===== config.mk =====
export PLATFORM = sky130hd
export DESIGN_NAME = tpw_timer
export DESIGN_NICKNAME = d
export VERILOG_FILES = /design/src/rtl/tpw_pkg.sv /design/src/rtl/tpw_timer.sv
export SDC_FILE = /design/constraint.sdc
export NUM_CORES = 1
export LEC_CHECK = 0
export BUFFER_PORTS_ARGS = -buffer_cell sky130_fd_sc_hd__buf_2
export CORE_MARGIN = 8
export CORE_UTILIZATION = 60
export CTS_CLUSTER_DIAMETER = 120
export DETAILED_ROUTE_END_ITERATION = 10
export PLACE_DENSITY = 0.78
export SKIP_CTS_REPAIR_TIMING = 1
export SYNTH_ARGS = -nofsm -noshare
export SYNTH_HDL_FRONTEND = slang
export SYNTH_SLANG_ARGS = --single-unit

===== constraint.sdc =====
create_clock -name core_clk -period 3.8 [get_ports core_clk]
set_input_delay 1.14 -clock core_clk [delete_from_list [all_inputs] [get_ports core_clk]]
set_output_delay 1.14 -clock core_clk [all_outputs]
set_load 0.01 [all_outputs]

===== src/rtl/tpw_pkg.sv =====
package tpw_pkg;

    // ****************************************
    // Register map
    // ****************************************
    localparam logic [3:0] ADDR_CONTROL_ONE = 4'h0;
    localparam logic [3:0] ADDR_CONTROL_TWO = 4'h1;
    localparam logic [3:0] ADDR_CMP1_HIGH = 4'h2;
    localparam logic [3:0] ADDR_CMP1_LOW = 4'h3;
    localparam logic [3:0] ADDR_CMP2_HIGH = 4'h4;
    localparam logic [3:0] ADDR_CMP2_LOW = 4'h5;
    localparam logic [3:0] ADDR_STATUS = 4'h6;
    localparam logic [3:0] ADDR_IRQ_MASK = 4'h7;
    localparam logic [3:0] ADDR_CAPTURE_HIGH = 4'h8;
    localparam logic [3:0] ADDR_CAPTURE_LOW = 4'h9;
    localparam logic [3:0] ADDR_COUNT_HIGH = 4'hA;
    localparam logic [3:0] ADDR_COUNT_LOW = 4'hB;

    // ****************************************
    // Field positions
    // ****************************************
    localparam int BIT_LEVEL1 = 0;
    localparam int BIT_LEVEL2 = 1;
    localparam int BIT_CAP_IRQ_EN = 2;
    localparam int BIT_PIN_EN = 0;
    localparam int BIT_PWM = 1;
    localparam int BIT_SINGLE = 2;
    localparam int BIT_CLK_LO = 3;
    localparam int BIT_CLK_HI = 4;
    localparam int BIT_CAP1 = 0;
    localparam int BIT_CAP2 = 1;
    localparam int BIT_CMP1 = 2;
    localparam int BIT_CMP2 = 3;

    // ****************************************
    // Reset values and clock selection codes
    // ****************************************
    localparam logic [15:0] COUNT_RELOAD = 16'hFFFC;
    localparam logic [15:0] CMP_RESET = 16'hFFFF;
    localparam logic [1:0] CLK_DIV2 = 2'h0;
    localparam logic [1:0] CLK_DIV4 = 2'h1;
    localparam logic [1:0] CLK_DIV8 = 2'h2;
    localparam logic [1:0] CLK_EXT = 2'h3;

    typedef struct packed {
        logic [3:0] addr;
        logic [7:0] wdata;
        logic wr;
        logic rd;
    } tpw_bus_t;

endpackage


===== src/rtl/tpw_timer.sv =====
// The plain strobed port and the address map were left to the implementer.
`timescale 1ns/1ns
// Notes on behaviour
// - Period comes from the period compare, pulse edge from the first compare.
// - In pulse mode both compare units serve the waveform, none independent.
// - In pulse mode written compare values load into active copies only at period end.
// - First match drives level one to the pin, period match level two.
// - Pin enable hands the pin to the compare output, else port data.
// - Levels one/zero give high time equal to period minus first value.
// - Equal levels give a constant pin level.
// - Clock select picks core clock divided by 2, 4 or 8.
// - Clock select may pick the external clock input instead.
// - In pulse mode each period match reloads the counter with FFFC.
// - High byte write suspends that compare until the low byte arrives.
// - Compare flags are never set in pulse mode.
// - In pulse mode the period match sets capture flag one; interrupt if enabled and unmasked.
// - In pulse mode capture pin one is ignored; capture pin two still captures.
// - Pulse mode wins when single pulse mode is also selected.
module tpw_timer
    import tpw_pkg::*;
(
    // Clock and reset.
    input wire logic core_clk,
    input wire logic rst_n,
    // Register port.
    input wire tpw_bus_t bus,
    output logic [7:0] rdata,
    // Timer pins, all synchronous to core_clk.
    input wire logic ext_clk,
    input wire logic first_capture_pin,
    input wire logic second_capture_pin,
    input wire logic port_data,
    input wire logic global_irq_mask,
    output logic compare_output_pin,
    output logic single_pulse_active,
    output logic irq
);

    // ****************************************
    // Registers
    // ****************************************
    logic [7:0] control_one_reg;
    logic [7:0] control_two_reg;
    logic [15:0] first_compare_value;
    logic [15:0] period_compare_value;
    logic [15:0] cmp1_active_reg;
    logic [15:0] cmp2_active_reg;
    logic cmp1_pending_reg;
    logic cmp2_pending_reg;
    logic cmp1_held_reg;
    logic cmp2_held_reg;
    logic [3:0] status_reg;
    logic [3:0] mask_reg;
    logic [15:0] count_reg;
    logic [15:0] second_capture_value;
    logic [2:0] div_reg;
    logic ext_prev_reg;
    logic cap1_prev_reg;
    logic cap2_prev_reg;
    logic pin_level_reg;
    logic tick;
    logic pwm_mode;
    logic match1;
    logic match2;
    logic cap1_evt;
    logic cap2_evt;
    logic [3:0] status_set;
    logic [1:0] clk_sel;

    assign clk_sel = control_two_reg[BIT_CLK_HI:BIT_CLK_LO];
    assign pwm_mode = control_two_reg[BIT_PWM];
    // Pulse mode overrides single pulse when both are set.
    assign single_pulse_active = control_two_reg[BIT_SINGLE] & ~pwm_mode;

    // Prescaler: a free divider whose taps give one-cycle enables.
    always_ff @(posedge core_clk) begin
        if (!rst_n) begin
            div_reg <= 3'h0;
            ext_prev_reg <= 1'b0;
        end else begin
            div_reg <= div_reg + 3'h1;
            ext_prev_reg <= ext_clk;
        end
    end

    always_comb begin
        case (clk_sel)
            CLK_DIV2: tick = div_reg[0];
            CLK_DIV4: tick = (div_reg[1:0] == 2'h3);
            CLK_DIV8: tick = (div_reg == 3'h7);
            default: tick = ext_clk & ~ext_prev_reg;
        endcase
    end

    // Matches are qualified by the tick so each fires once per count value.
    assign match1 = tick & ~cmp1_held_reg & (count_reg == cmp1_active_reg);
    assign match2 = tick & ~cmp2_held_reg & (count_reg == cmp2_active_reg);

    // Counter; in pulse mode the period match restarts it from the reload value.
    always_ff @(posedge core_clk) begin
        if (!rst_n) begin
            count_reg <= COUNT_RELOAD;
        end else if (pwm_mode && match2) begin
            count_reg <= COUNT_RELOAD;
        end else if (tick) begin
            count_reg <= count_reg + 16'h0001;
        end
    end

    // Software copies; a high byte write holds the compare until the low byte.
    always_ff @(posedge core_clk) begin
        if (!rst_n) begin
            first_compare_value <= CMP_RESET;
            period_compare_value <= CMP_RESET;
            cmp1_held_reg <= 1'b0;
            cmp2_held_reg <= 1'b0;
            control_one_reg <= 8'h00;
            control_two_reg <= 8'h00;
            mask_reg <= 4'h0;
        end else if (bus.wr) begin
            if (bus.addr == ADDR_CMP1_HIGH) begin
                first_compare_value[15:8] <= bus.wdata;
                cmp1_held_reg <= 1'b1;
            end else if (bus.addr == ADDR_CMP1_LOW) begin
                first_compare_value[7:0] <= bus.wdata;
                cmp1_held_reg <= 1'b0;
            end else if (bus.addr == ADDR_CMP2_HIGH) begin
                period_compare_value[15:8] <= bus.wdata;
                cmp2_held_reg <= 1'b1;
            end else if (bus.addr == ADDR_CMP2_LOW) begin
                period_compare_value[7:0] <= bus.wdata;
                cmp2_held_reg <= 1'b0;
            end else if (bus.addr == ADDR_CONTROL_ONE) begin
                control_one_reg <= bus.wdata;
            end else if (bus.addr == ADDR_CONTROL_TWO) begin
                control_two_reg <= bus.wdata;
            end else if (bus.addr == ADDR_IRQ_MASK) begin
                mask_reg <= bus.wdata[3:0];
            end
        end
    end

    // Double buffer: outside pulse mode values apply at once, inside only at
    // the period match, so the pin never sees a half-updated edge.
    always_ff @(posedge core_clk) begin
        if (!rst_n) begin
            cmp1_active_reg <= CMP_RESET;
            cmp2_active_reg <= CMP_RESET;
            cmp1_pending_reg <= 1'b0;
            cmp2_pending_reg <= 1'b0;
        end else begin
            if (bus.wr && bus.addr == ADDR_CMP1_LOW) begin
                cmp1_pending_reg <= 1'b1;
            end else if (!pwm_mode || match2) begin
                cmp1_pending_reg <= 1'b0;
            end
            if (bus.wr && bus.addr == ADDR_CMP2_LOW) begin
                cmp2_pending_reg <= 1'b1;
            end else if (!pwm_mode || match2) begin
                cmp2_pending_reg <= 1'b0;
            end
            if (cmp1_pending_reg && (!pwm_mode || match2)) begin
                cmp1_active_reg <= first_compare_value;
            end
            if (cmp2_pending_reg && (!pwm_mode || match2)) begin
                cmp2_active_reg <= period_compare_value;
            end
        end
    end

    // Output level: period match has priority when both match together.
    always_ff @(posedge core_clk) begin
        if (!rst_n) begin
            pin_level_reg <= 1'b0;
        end else if (match2) begin
            pin_level_reg <= control_one_reg[BIT_LEVEL2];
        end else if (match1) begin
            pin_level_reg <= control_one_reg[BIT_LEVEL1];
        end
    end

    // Pin enable gives the pin to the compare output, else port data.
    always_ff @(posedge core_clk) begin
        if (!rst_n) begin
            compare_output_pin <= 1'b0;
        end else begin
            compare_output_pin <= control_two_reg[BIT_PIN_EN] ? pin_level_reg : port_data;
        end
    end

    // Capture inputs: rising edges. Pin one is cut off in pulse mode.
    always_ff @(posedge core_clk) begin
        if (!rst_n) begin
            cap1_prev_reg <= 1'b0;
            cap2_prev_reg <= 1'b0;
            second_capture_value <= 16'h0000;
        end else begin
            cap1_prev_reg <= first_capture_pin;
            cap2_prev_reg <= second_capture_pin;
            if (cap2_evt) begin
                second_capture_value <= count_reg;
            end
        end
    end
    assign cap1_evt = first_capture_pin & ~cap1_prev_reg & ~pwm_mode;
    assign cap2_evt = second_capture_pin & ~cap2_prev_reg;

    // Event sources. In pulse mode the period match feeds capture flag one and
    // the compare flags stay silent, unused by the waveform.
    always_comb begin
        status_set = 4'h0;
        status_set[BIT_CAP1] = cap1_evt | (pwm_mode & match2);
        status_set[BIT_CAP2] = cap2_evt;
        status_set[BIT_CMP1] = match1 & ~pwm_mode;
        status_set[BIT_CMP2] = match2 & ~pwm_mode;
    end

    // Sticky status, write one to clear; a new event wins over the clear.
    always_ff @(posedge core_clk) begin
        if (!rst_n) begin
            status_reg <= 4'h0;
        end else if (bus.wr && bus.addr == ADDR_STATUS) begin
            status_reg <= (status_reg & ~bus.wdata[3:0]) | status_set;
        end else begin
            status_reg <= status_reg | status_set;
        end
    end

    // Capture flags need the capture enable and a clear global mask.
    always_comb begin
        irq = 1'b0;
        if (|(status_reg[1:0] & mask_reg[1:0]) && control_one_reg[BIT_CAP_IRQ_EN] && !global_irq_mask) begin
            irq = 1'b1;
        end
        if (|(status_reg[3:2] & mask_reg[3:2])) begin
            irq = 1'b1;
        end
    end

    // Read port: data stands the cycle after the strobe.
    always_ff @(posedge core_clk) begin
        if (!rst_n) begin
            rdata <= 8'h00;
        end else if (bus.rd) begin
            if (bus.addr == ADDR_CONTROL_ONE) begin
                rdata <= control_one_reg;
            end else if (bus.addr == ADDR_CONTROL_TWO) begin
                rdata <= control_two_reg;
            end else if (bus.addr == ADDR_CMP1_HIGH) begin
                rdata <= first_compare_value[15:8];
            end else if (bus.addr == ADDR_CMP1_LOW) begin
                rdata <= first_compare_value[7:0];
            end else if (bus.addr == ADDR_CMP2_HIGH) begin
                rdata <= period_compare_value[15:8];
            end else if (bus.addr == ADDR_CMP2_LOW) begin
                rdata <= period_compare_value[7:0];
            end else if (bus.addr == ADDR_STATUS) begin
                rdata <= {4'h0, status_reg};
            end else if (bus.addr == ADDR_IRQ_MASK) begin
                rdata <= {4'h0, mask_reg};
            end else if (bus.addr == ADDR_CAPTURE_HIGH) begin
                rdata <= second_capture_value[15:8];
            end else if (bus.addr == ADDR_CAPTURE_LOW) begin
                rdata <= second_capture_value[7:0];
            end else if (bus.addr == ADDR_COUNT_HIGH) begin
                rdata <= count_reg[15:8];
            end else if (bus.addr == ADDR_COUNT_LOW) begin
                rdata <= count_reg[7:0];
            end else begin
                rdata <= 8'h00;
            end
        end else begin
            rdata <= 8'h00;
        end
    end

    // ****************************************
    // Assertions
    // ****************************************
    a_period_reload: assert property (@(posedge core_clk) disable iff (!rst_n)
        pwm_mode && match2 |=> count_reg == COUNT_RELOAD) else $error("Counter not reloaded.");
    a_level_two: assert property (@(posedge core_clk) disable iff (!rst_n)
        match2 |=> pin_level_reg == $past(control_one_reg[1])) else $error("Period level wrong.");
    a_level_one: assert property (@(posedge core_clk) disable iff (!rst_n)
        match1 && !match2 |=> pin_level_reg == $past(control_one_reg[0])) else $error("First level wrong.");
    a_no_cmp_flags: assert property (@(posedge core_clk) disable iff (!rst_n)
        pwm_mode && $past(pwm_mode) |-> !$rose(status_reg[2]) && !$rose(status_reg[3]))
        else $error("Compare flag set in pulse mode.");
    a_cap_flag_set: assert property (@(posedge core_clk) disable iff (!rst_n)
        pwm_mode && match2 |=> status_reg[0]) else $error("Capture flag missing.");
    a_held_no_match: assert property (@(posedge core_clk) disable iff (!rst_n)
        cmp1_held_reg && tick && count_reg == cmp1_active_reg && !match2 |=> $stable(pin_level_reg))
        else $error("Match while held.");
    a_buffer_hold: assert property (@(posedge core_clk) disable iff (!rst_n)
        pwm_mode && $past(pwm_mode) && $changed(cmp2_active_reg) |-> $past(match2))
        else $error("Compare applied mid-period.");
    a_cap1_cut: assert property (@(posedge core_clk) disable iff (!rst_n)
        pwm_mode && !match2 |=> !$rose(status_reg[0])) else $error("Capture one active in pulse mode.");
    a_pin_follow: assert property (@(posedge core_clk) disable iff (!rst_n)
        control_two_reg[0] ##1 control_two_reg[0] |-> compare_output_pin == $past(pin_level_reg))
        else $error("Pin not dedicated.");
    a_steady_level: assert property (@(posedge core_clk) disable iff (!rst_n)
        (match1 || match2) && control_one_reg[0] == control_one_reg[1] && pin_level_reg == control_one_reg[0]
        |=> $stable(pin_level_reg)) else $error("Equal levels toggled.");
    a_single_off: assert property (@(posedge core_clk) disable iff (!rst_n)
        pwm_mode |-> !single_pulse_active) else $error("Single pulse with pwm.");

    c_period_end: cover property (@(posedge core_clk) disable iff (!rst_n) pwm_mode && match2);
    c_pulse_edge: cover property (@(posedge core_clk) disable iff (!rst_n) pwm_mode && match1);
    c_capture_two: cover property (@(posedge core_clk) disable iff (!rst_n) pwm_mode && cap2_evt);
    c_irq_raise: cover property (@(posedge core_clk) disable iff (!rst_n) $rose(irq));

endmodule


==> impl_metrics.env, run 1 <==
export IMPL_p_leak_nw=3.01
export IMPL_filler_cell_count=868
export IMPL_final_max_slew_violation_count=0
export IMPL_placeableCoreArea_um2=10900
export IMPL_critical_path_peak_fanout=17
export IMPL_netlist_cell_type_count=50
export IMPL_finalCriticalPeriod_ns=2.95
export IMPL_die_w_um=122
export IMPL_synth_largest_area_cell="dfxtp_1"
export IMPL_syn_instance_count=767
export IMPL_timing_final_setup_violations=0
export IMPL_seq_area_um2=2800
export IMPL_io_pins=32
export IMPL_synth_top_cell_area_share_pct=41.7
export IMPL_detail_route_drc_violations=0
export IMPL_worst_ep_arrival_time_ns=3.32
export IMPL_crit_start="ext_clk"
export IMPL_rr_endpoint="cmp2_active_reg[11]$_SDFFE_PN1P_"
export IMPL_routed_wl_mm=19.0
export IMPL_route_detailed_vias_per_inst=6.33
export IMPL_status="finished, final reports clean"
export IMPL_pre_cts_slack_ns=0.365
export IMPL_design_die_area_um2=14800
export IMPL_rrSetupSlack_ns=0.89
export IMPL_finalWeightedCongestion=0.947
export IMPL_grt_setup_unrepaired="no"
export IMPL_clock_latency_ns=0.54
export IMPL_critPathKind="in -> reg"
export IMPL_vias_in_the_first_global_route=5576
export IMPL_multi_input_comb_area_um2=3470
export IMPL_synth_top_cells_by_area="dfxtp_1 42%, o211ai_1 11%, nand2_1 5.7%, xor2_1 5.1%, mux2i_1 4.2%"
export IMPL_yosysSeqAreaShare_pct=41.7
export IMPL_mappedNetlistArea_um2=6720
export IMPL_crit_path_end_kind="register"
export IMPL_synth_area_per_cell_um2=8.76
export IMPL_timing_final_hold_violations=0
export IMPL_slew_limit_headroom_pct=50.2
export IMPL_wl_per_instance_um=20.7
export IMPL_ys_flop_type="dfxtp_1"
export IMPL_initial_antenna_violation_count=0
export IMPL_cts_tree="yes"
export IMPL_dr_pass1_iters=5
export IMPL_worst_setup_hold_path_clk_slew_ns=0.06
export IMPL_critPathCapture="cmp2_active_reg[11]$_SDFFE_PN1P_"
export IMPL_fin_skew_ns=0.00889
export IMPL_htreeDepth=4
export IMPL_clock_sink_count=140
export IMPL_layout_area_overhead_vs_synth_pct=11.2
export IMPL_synth_enable_flop_cells=0
export IMPL_clockBufferDepth=2
export IMPL_synth_async_reset_ratio_pct=0
export IMPL_worst_flop_to_flop_path_startpoint="div_reg[0]$_SDFF_PN0_"
export IMPL_grt_first_pass_wirelength_mm=30.2
export IMPL_worst_reg2reg_path_depth=6
export IMPL_synthMostInstantiatedCell="dfxtp_1"
export IMPL_power_density_cell_area_nw_per_um2=470
export IMPL_cts_root_buffer="clkbuf_8"
export IMPL_initial_utilization_pct=61.7
export IMPL_place_hpwl_mm=13.2
export IMPL_peakVddDrop_v=0.000373
export IMPL_detail_route_antenna_nets=0
export IMPL_synth_top_cells_by_count="140 x dfxtp_1, 102 x nand2_1, 97 x o211ai_1, 49 x clkbuf_1, 41 x inv_1"
export IMPL_setup_tns_ns=0
export IMPL_worst_endpoint_required_ns=4.18
export IMPL_final_period_utilization_pct=77.5
export IMPL_cts_inserted_buffers=17
export IMPL_antenna_diode_count=0
export IMPL_worstMarginPinSlew_ns=0.747
export IMPL_layout_nets=785
export IMPL_synthesized_netlist_net_count=791
export IMPL_global_route_overflow_total=0
export IMPL_die_h_um=122
export IMPL_worst_hold_path_type="reg -> reg"
export IMPL_groute_usage_overall_pct=26.3
export IMPL_numPortBuffers=31
export IMPL_cap_violations=0
export IMPL_site_row_count=38
export IMPL_postSynthRegisterBits=140
export IMPL_startpoint_type="input port"
export IMPL_synthesis_yosys_warnings=0
export IMPL_fraction_of_final_layout_cells_with_drive_strength_greater_than_1_pct=11.6
export IMPL_pin_count_of_the_biggest_net_entering_global_routing=67
export IMPL_drt_iter0_markers=637
export IMPL_final_setup_worst_slack_ns=0.854
export IMPL_routed_via_count=5786
export IMPL_fmax_mhz=339
-- worst min path at each step --
stage                                                      from                                    end  slack (ns)  cells after the start
after floorplan                           div_reg[0]$_SDFF_PN0_                  div_reg[0]$_SDFF_PN0_        0.43                      1
after global placement    second_capture_value[15]$_SDFFE_PN0P_  second_capture_value[15]$_SDFFE_PN0P_        0.45                      2
after detailed placement  second_capture_value[12]$_SDFFE_PN0P_  second_capture_value[12]$_SDFFE_PN0P_        0.46                      2
after CTS                 second_capture_value[12]$_SDFFE_PN0P_  second_capture_value[12]$_SDFFE_PN0P_        0.47                      2
after global routing      second_capture_value[15]$_SDFFE_PN0P_  second_capture_value[15]$_SDFFE_PN0P_        0.49                      2
final                     second_capture_value[12]$_SDFFE_PN0P_  second_capture_value[12]$_SDFFE_PN0P_        0.46                      2
-- layer usage --
layer / track usage [%] / wire length, um
met4: 13.2 / 675
met2: 39.3 / 8690
met3: 6.80 / 1400
met1: 34.6 / 8190
met5: 0 / 0
-- cells in the final DEF, fill, tap and decap left out, types with 13 or more instances in the layout --
cell type	synthesis	final
inv_1	41	41
mux2i_1	28	28
o211ai_1	97	97
nor3_1	13	13
nor2_1	16	16
xor2_1	39	39
buf_4	3	14
buf_2	11	30
o21ai_0	28	28
nand4_1	19	19
clkbuf_16	0	16
dfxtp_1	140	140
a21boi_0	27	27
nand2_1	102	102
o22ai_1	13	13
nor2b_1	27	27
-- final cells by class --
class	instances	share of cell area (%)
Inverter	43	2.16
Timing Repair Buffer	44	3.42
Multi-Input combinational cell	515	46.4
Tap cell	140	2.34
Clock inverter	12	2.18
Sequential cell	140	37.5
Clock buffer	20	5.96
-- power by group --
part	switching (mW)	internal [mW]	total (mW)	leakage, nW
registers	0.0307	1.51	1.54	1.14
logic	0.175	0.104	0.279	1.58
clock network	0.654	1.04	1.70	0.292
-- metrics by stage --
step / utilization (%) / area, um^2 / std cells / hold slack [ns] / total power, mW
final: 68.6 / 7470 / 914 / 0.464 / 3.51
after global routing: 68.6 / 7470 / 914 / 0.488 / 3.62
after CTS: 68.6 / 7470 / 914 / 0.465 / 3.52
after detailed placement: 63.0 / 6860 / 882 / 0.457 / 1.84
after global placement: 63.0 / 6860 / 882 / 0.447 / 1.83
after floorplan: - / 6720 / 767 / 0.432 / 1.76
-- critical path, stage by stage --
cell and delay [ns]:
buf_2 0.11, nor2b_1 0.12, mux4_1 0.83, nand3_2 0.43, o21a_1 0.52, o211ai_1 0.16
-- logic make-up after synthesis --
| kind of cell | after synthesis | share of synthesized area (%) |
|---|---|---|
| compound gates | 210 | 22.2 |
| xor+xnor | 46 | 6.00 |
| fa+ha+maj | 3 | 0.559 |
| buf+inv | 112 | 6.63 |
| flops | 140 | 41.7 |
| mux | 40 | 7.25 |
| simple gates | 216 | 15.7 |
Note: power is estimated with default switching activity, not from simulation.
==> run 2: changes to the inputs <==
--- a/config.mk
+++ b/config.mk
@@ -7,10 +7,10 @@
 export LEC_CHECK = 0
 export BUFFER_PORTS_ARGS = -buffer_cell sky130_fd_sc_hd__buf_2
 export CORE_MARGIN = 8
-export CORE_UTILIZATION = 60
+export CORE_UTILIZATION = 55
 export CTS_CLUSTER_DIAMETER = 120
 export DETAILED_ROUTE_END_ITERATION = 10
-export PLACE_DENSITY = 0.78
+export PLACE_DENSITY = 0.75
 export SKIP_CTS_REPAIR_TIMING = 1
 export SYNTH_ARGS = -nofsm -noshare
 export SYNTH_HDL_FRONTEND = slang
==> constraint.sdc (replaced) <==
create_clock -name core_clk -period 2.7 [get_ports core_clk]
set_input_delay 0.81 -clock core_clk [delete_from_list [all_inputs] [get_ports core_clk]]
set_output_delay 0.81 -clock core_clk [all_outputs]
set_load 0.01 [all_outputs]
==> impl_metrics.env, run 2 (synthesized netlist as in run 1, its figures left out) <==
export IMPL_initial_utilization_pct=56.2
export IMPL_pin_count_of_the_biggest_net_entering_global_routing=119
export IMPL_place_hpwl_mm=14.1
export IMPL_status="finished, final reports clean"
export IMPL_cts_inserted_buffers=17
export IMPL_clock_latency_ns=0.42
export IMPL_dr_pass1_iters=5
export IMPL_final_period_utilization_pct=90.9
export IMPL_fin_total_pwr_mw=4.90
export IMPL_die_w_um=127
export IMPL_site_row_count=40
export IMPL_die_h_um=127
export IMPL_htreeDepth=4
export IMPL_clock_sink_count=140
export IMPL_filler_cell_count=1017
export IMPL_antenna_diode_count=0
export IMPL_placeableCoreArea_um2=12000
export IMPL_rrSetupSlack_ns=0.25
export IMPL_cts_tree="yes"
export IMPL_startpoint_type="register"
export IMPL_layout_commonest_cell="dfxtp_1"
export IMPL_groute_usage_overall_pct=25.5
export IMPL_cap_violations=0
export IMPL_finalCriticalPeriod_ns=2.45
export IMPL_mostFrequentLayoutCells="140 x dfxtp_1, 102 x nand2_1, 97 x o211ai_1"
export IMPL_worst_setup_hold_path_clk_slew_ns=0.06
export IMPL_initial_antenna_violation_count=0
export IMPL_timing_final_hold_violations=0
export IMPL_routed_via_count=5988
export IMPL_layout_nets=809
export IMPL_io_pins=32
export IMPL_numPortBuffers=31
export IMPL_worstMarginPinSlew_ns=0.610
export IMPL_grt_setup_unrepaired="no"
export IMPL_setup_tns_ns=0
export IMPL_power_density_cell_area_nw_per_um2=640
export IMPL_worst_ep_arrival_time_ns=2.83
export IMPL_fraction_of_final_layout_cells_with_drive_strength_greater_than_1_pct=13.9
export IMPL_design_die_area_um2=16000
export IMPL_fmax_mhz=408
export IMPL_route_detailed_vias_per_inst=6.34
export IMPL_finalWeightedCongestion=0.949
export IMPL_stdcell_area_um2=7670
export IMPL_detail_route_antenna_nets=0
export IMPL_routed_wl_mm=19.9
export IMPL_final_max_slew_violation_count=0
export IMPL_detail_route_drc_violations=0
export IMPL_grt_first_pass_wirelength_mm=31.8
export IMPL_drt_iter0_markers=710
export IMPL_worst_hold_path_type="reg -> reg"
export IMPL_worst_endpoint_required_ns=3.07
export IMPL_p_leak_nw=3.13
export IMPL_wl_per_instance_um=21.1
export IMPL_fin_skew_ns=0.0111
export IMPL_dpl_instance_area_um2=7070
export IMPL_critical_path_peak_fanout=4
export IMPL_peakVddDrop_v=0.000486
export IMPL_clockBufferDepth=2
export IMPL_global_route_overflow_total=0
export IMPL_layout_area_overhead_vs_synth_pct=14.1
export IMPL_cts_root_buffer="clkbuf_16"
export IMPL_slew_limit_headroom_pct=59.2
export IMPL_vias_in_the_first_global_route=5920
export IMPL_crit_path_end_kind="register"
export IMPL_critPathKind="reg -> reg"
export IMPL_timing_final_setup_violations=0
## run 2: worst paths after layout
kind	from	depth (start not counted)	end
worst max-delay path	div_reg[0]$_SDFF_PN0_	7	status_reg[2]$_SDFF_PN0_
worst min-delay path	second_capture_value[7]$_SDFFE_PN0P_	2	second_capture_value[7]$_SDFFE_PN0P_
worst max register to register	div_reg[0]$_SDFF_PN0_	7	status_reg[2]$_SDFF_PN0_
worst min register to register	second_capture_value[7]$_SDFFE_PN0P_	2	second_capture_value[7]$_SDFFE_PN0P_
## run 2: cell type report
type | count | area [um^2] | share of cell area [%]
Clock buffer | 26 | 509 | 6.64
Sequential cell | 140 | 2800 | 36.6
Clock inverter | 6 | 82.6 | 1.08
Tap cell | 147 | 184 | 2.40
Inverter | 43 | 161 | 2.11
Timing Repair Buffer | 68 | 458 | 5.97
Multi-Input combinational cell | 515 | 3470 | 45.2
## run 2: metal layers
metal	vias up	GRT usage [%]	part of all wire, %
li1	2763	-	-
met1	2934	32.8	44
met3	43	5.45	7.3
met2	248	40.4	46
met4	0	11.0	2.7
met5	-	0	0
## run 2: power breakdown
group	leakage (nW)	total [mW]	internal [mW]	switching, mW
logic	1.70	0.420	0.167	0.253
clock network	0.290	2.31	1.48	0.837
registers	1.14	2.17	2.13	0.0436
## run 2: critical path, cell delays in order (launching register included)
cell and delay (ns):
dfxtp_1 0.39, ha_1 0.23, ha_1 0.20, inv_1 0.04, mux4_2 0.52, or4_4 0.55
nor3_1 0.32, o21a_1 0.15
## run 2: per-stage QoR
| step | hold slack [ns] | instances | util, % | setup WS, ns |
|---|---|---|---|---|
| after floorplan | 0.432 | 767 | - | 0.417 |
| after global placement | 0.448 | 913 | 59.1 | 0.170 |
| after detailed placement | 0.464 | 913 | 59.1 | 0.149 |
| after CTS | 0.472 | 945 | 64.1 | 0.282 |
| after global routing | 0.502 | 945 | 64.1 | 0.170 |
| final | 0.469 | 945 | 64.1 | 0.247 |
==> run 3: changes to the inputs <==
--- a/config.mk
+++ b/config.mk
@@ -7,10 +7,10 @@
 export LEC_CHECK = 0
 export BUFFER_PORTS_ARGS = -buffer_cell sky130_fd_sc_hd__buf_2
 export CORE_MARGIN = 8
-export CORE_UTILIZATION = 55
+export CORE_UTILIZATION = 60
 export CTS_CLUSTER_DIAMETER = 120
 export DETAILED_ROUTE_END_ITERATION = 10
-export PLACE_DENSITY = 0.75
+export PLACE_DENSITY = 0.78
 export SKIP_CTS_REPAIR_TIMING = 1
 export SYNTH_ARGS = -nofsm -noshare
 export SYNTH_HDL_FRONTEND = slang
==> constraint.sdc (replaced) <==
create_clock -name core_clk -period 2.9 [get_ports core_clk]
set_input_delay 0.87 -clock core_clk [delete_from_list [all_inputs] [get_ports core_clk]]
set_output_delay 0.87 -clock core_clk [all_outputs]
set_load 0.02 [all_outputs]
==> impl_metrics.env, run 3 (synthesized netlist as in run 1, its figures left out) <==
export IMPL_detail_route_drc_violations=0
export IMPL_worst_flop_to_flop_path_startpoint="div_reg[0]$_SDFF_PN0_"
export IMPL_fin_skew_ns=0.00674
export IMPL_placeableCoreArea_um2=10900
export IMPL_grt_setup_unrepaired="no"
export IMPL_io_pins=32
export IMPL_p_leak_nw=3.07
export IMPL_numPortBuffers=31
export IMPL_die_w_um=122
export IMPL_status="finished, final reports clean"
export IMPL_peakVddDrop_v=0.000581
export IMPL_global_route_overflow_total=0
export IMPL_rr_endpoint="status_reg[2]$_SDFF_PN0_"
export IMPL_cts_root_buffer="clkbuf_8"
export IMPL_site_row_count=38
export IMPL_hold_path_startpoint="second_capture_value[15]$_SDFFE_PN0P_"
export IMPL_groute_usage_overall_pct=26.5
export IMPL_cts_inserted_buffers=17
export IMPL_final_max_slew_violation_count=0
export IMPL_timing_final_setup_violations=0
export IMPL_pwr_share_seq_pct=45.0
export IMPL_finalCriticalPeriod_ns=2.45
export IMPL_design_die_area_um2=14800
export IMPL_critPathKind="reg -> out"
export IMPL_initial_antenna_violation_count=0
export IMPL_clock_latency_ns=0.54
export IMPL_finalWeightedCongestion=0.997
export IMPL_fin_total_pwr_mw=4.48
export IMPL_cap_violations=0
export IMPL_antenna_diode_count=0
export IMPL_worst_ep_arrival_time_ns=1.58
export IMPL_layout_nets=800
export IMPL_min_delay_worst_endpoint="second_capture_value[15]$_SDFFE_PN0P_"
export IMPL_layout_commonest_cell="dfxtp_1"
export IMPL_p_int_mw=3.40
export IMPL_worst_reg2reg_path_depth=7
export IMPL_final_period_utilization_pct=84.6
export IMPL_fmax_mhz=408
export IMPL_pin_count_of_the_biggest_net_entering_global_routing=60
export IMPL_clockPowerShare_pct=46.4
export IMPL_grt_first_pass_wirelength_mm=30.2
export IMPL_worst_hold_path_num_cells=2
export IMPL_routed_via_count=5869
export IMPL_rrSetupSlack_ns=0.45
export IMPL_initial_utilization_pct=61.7
export IMPL_finalCoreUtilization_pct=69.3
export IMPL_power_switching_fraction_pct=24.1
export IMPL_finish_cell_count_without_fillers=927
export IMPL_dr_pass1_iters=5
export IMPL_wl_per_instance_um=20.7
export IMPL_routed_wl_mm=19.2
export IMPL_critical_path_peak_fanout=3
export IMPL_power_switching_mw=1.08
export IMPL_pwr_share_comb_pct=8.5
export IMPL_worst_setup_hold_path_clk_slew_ns=0.06
export IMPL_vias_in_the_first_global_route=5607
export IMPL_pre_cts_slack_ns=0.256
export IMPL_clock_sink_count=140
export IMPL_cts_tree="yes"
export IMPL_clockBufferDepth=2
export IMPL_setup_tns_ns=0
export IMPL_route_detailed_vias_per_inst=6.33
export IMPL_layout_area_overhead_vs_synth_pct=12.3
export IMPL_detail_route_antenna_nets=0
export IMPL_crit_path_end_kind="output pin"
export IMPL_dpl_cell_count=897
export IMPL_slew_limit_headroom_pct=54.2
export IMPL_power_density_cell_area_nw_per_um2=594
export IMPL_place_hpwl_mm=13.7
export IMPL_drt_iter0_markers=743
export IMPL_fraction_of_final_layout_cells_with_drive_strength_greater_than_1_pct=12.8
export IMPL_filler_cell_count=869
export IMPL_startpoint_type="register"
export IMPL_final_setup_worst_slack_ns=0.446
export IMPL_timing_final_hold_violations=0
export IMPL_htreeDepth=4
export IMPL_worst_hold_path_type="reg -> reg"
export IMPL_mostFrequentLayoutCells="140 x dfxtp_1, 102 x nand2_1, 97 x o211ai_1"
export IMPL_worst_endpoint_required_ns=2.03
export IMPL_die_h_um=122
export IMPL_worstMarginPinSlew_ns=0.687
## run 3: cell count changes in the layout (fill, tap and decap cells not counted)
cell and change:
buf_12 -1, buf_2 -1, buf_4 -7, clkbuf_1 -1
clkbuf_16 -1, clkbuf_8 -1, clkinvlp_4 +1
## run 3: layout make-up
type / count / area, um^2 / share of cell area [%]
clock buffers: 23 / 467 / 6.19
clock inverters: 7 / 90.1 / 1.19
inverters: 43 / 161 / 2.14
multi-input cells: 515 / 3470 / 46.0
flip-flops and latches: 140 / 2800 / 37.1
well taps: 140 / 175 / 2.32
repair buffers: 59 / 380 / 5.04
## run 3: routing by layer
layer / vias to the layer above / GRT usage, % / routed length (um)
met5: - / 0 / 0
met4: 0 / 10.6 / 600
met3: 45 / 7.27 / 1530
met2: 274 / 41.5 / 8840
met1: 2813 / 33.9 / 8190
li1: 2737 / - / -
## run 3: stage by stage
stage,hold WS (ns),area [um^2]
2_1_floorplan,0.432,6720
3_5_place_dp,0.460,6990
6_report,0.467,7540
5_1_grt,0.491,7540
4_1_cts,0.466,7540
3_3_place_gp,0.447,6990
## run 3: worst max path at each step
stage,start,endpoint,slack [ns],cells past startpoint
after floorplan,ext_clk,cmp2_active_reg[15]$_SDFFE_PN1P_,0.56,7
final,mask_reg[0]$_SDFFE_PN0P_,irq,0.45,4
after global routing,mask_reg[0]$_SDFFE_PN0P_,irq,0.39,4
after CTS,mask_reg[0]$_SDFFE_PN0P_,irq,0.44,4
after detailed placement,ext_clk,cmp1_active_reg[3]$_SDFFE_PN1P_,0.26,8
after global placement,ext_clk,status_reg[2]$_SDFF_PN0_,0.27,6
## run 3: critical path, cell delays in order (launching register included)
cell     delay (ns)
dfxtp_1        0.34
a22oi_1        0.19
nor3b_1        0.08
a221o_1        0.28
buf_2          0.17
## run 3: power groups by stage
stage               clock, mW  combinational, mW  sequential (mW)
floorplan                   0              0.258             2.05
global placement            0              0.365             2.05
detailed placement          0              0.373             2.06
CTS                      2.09              0.376             2.02
global route             2.18              0.413             2.02
finish                   2.08              0.383             2.02
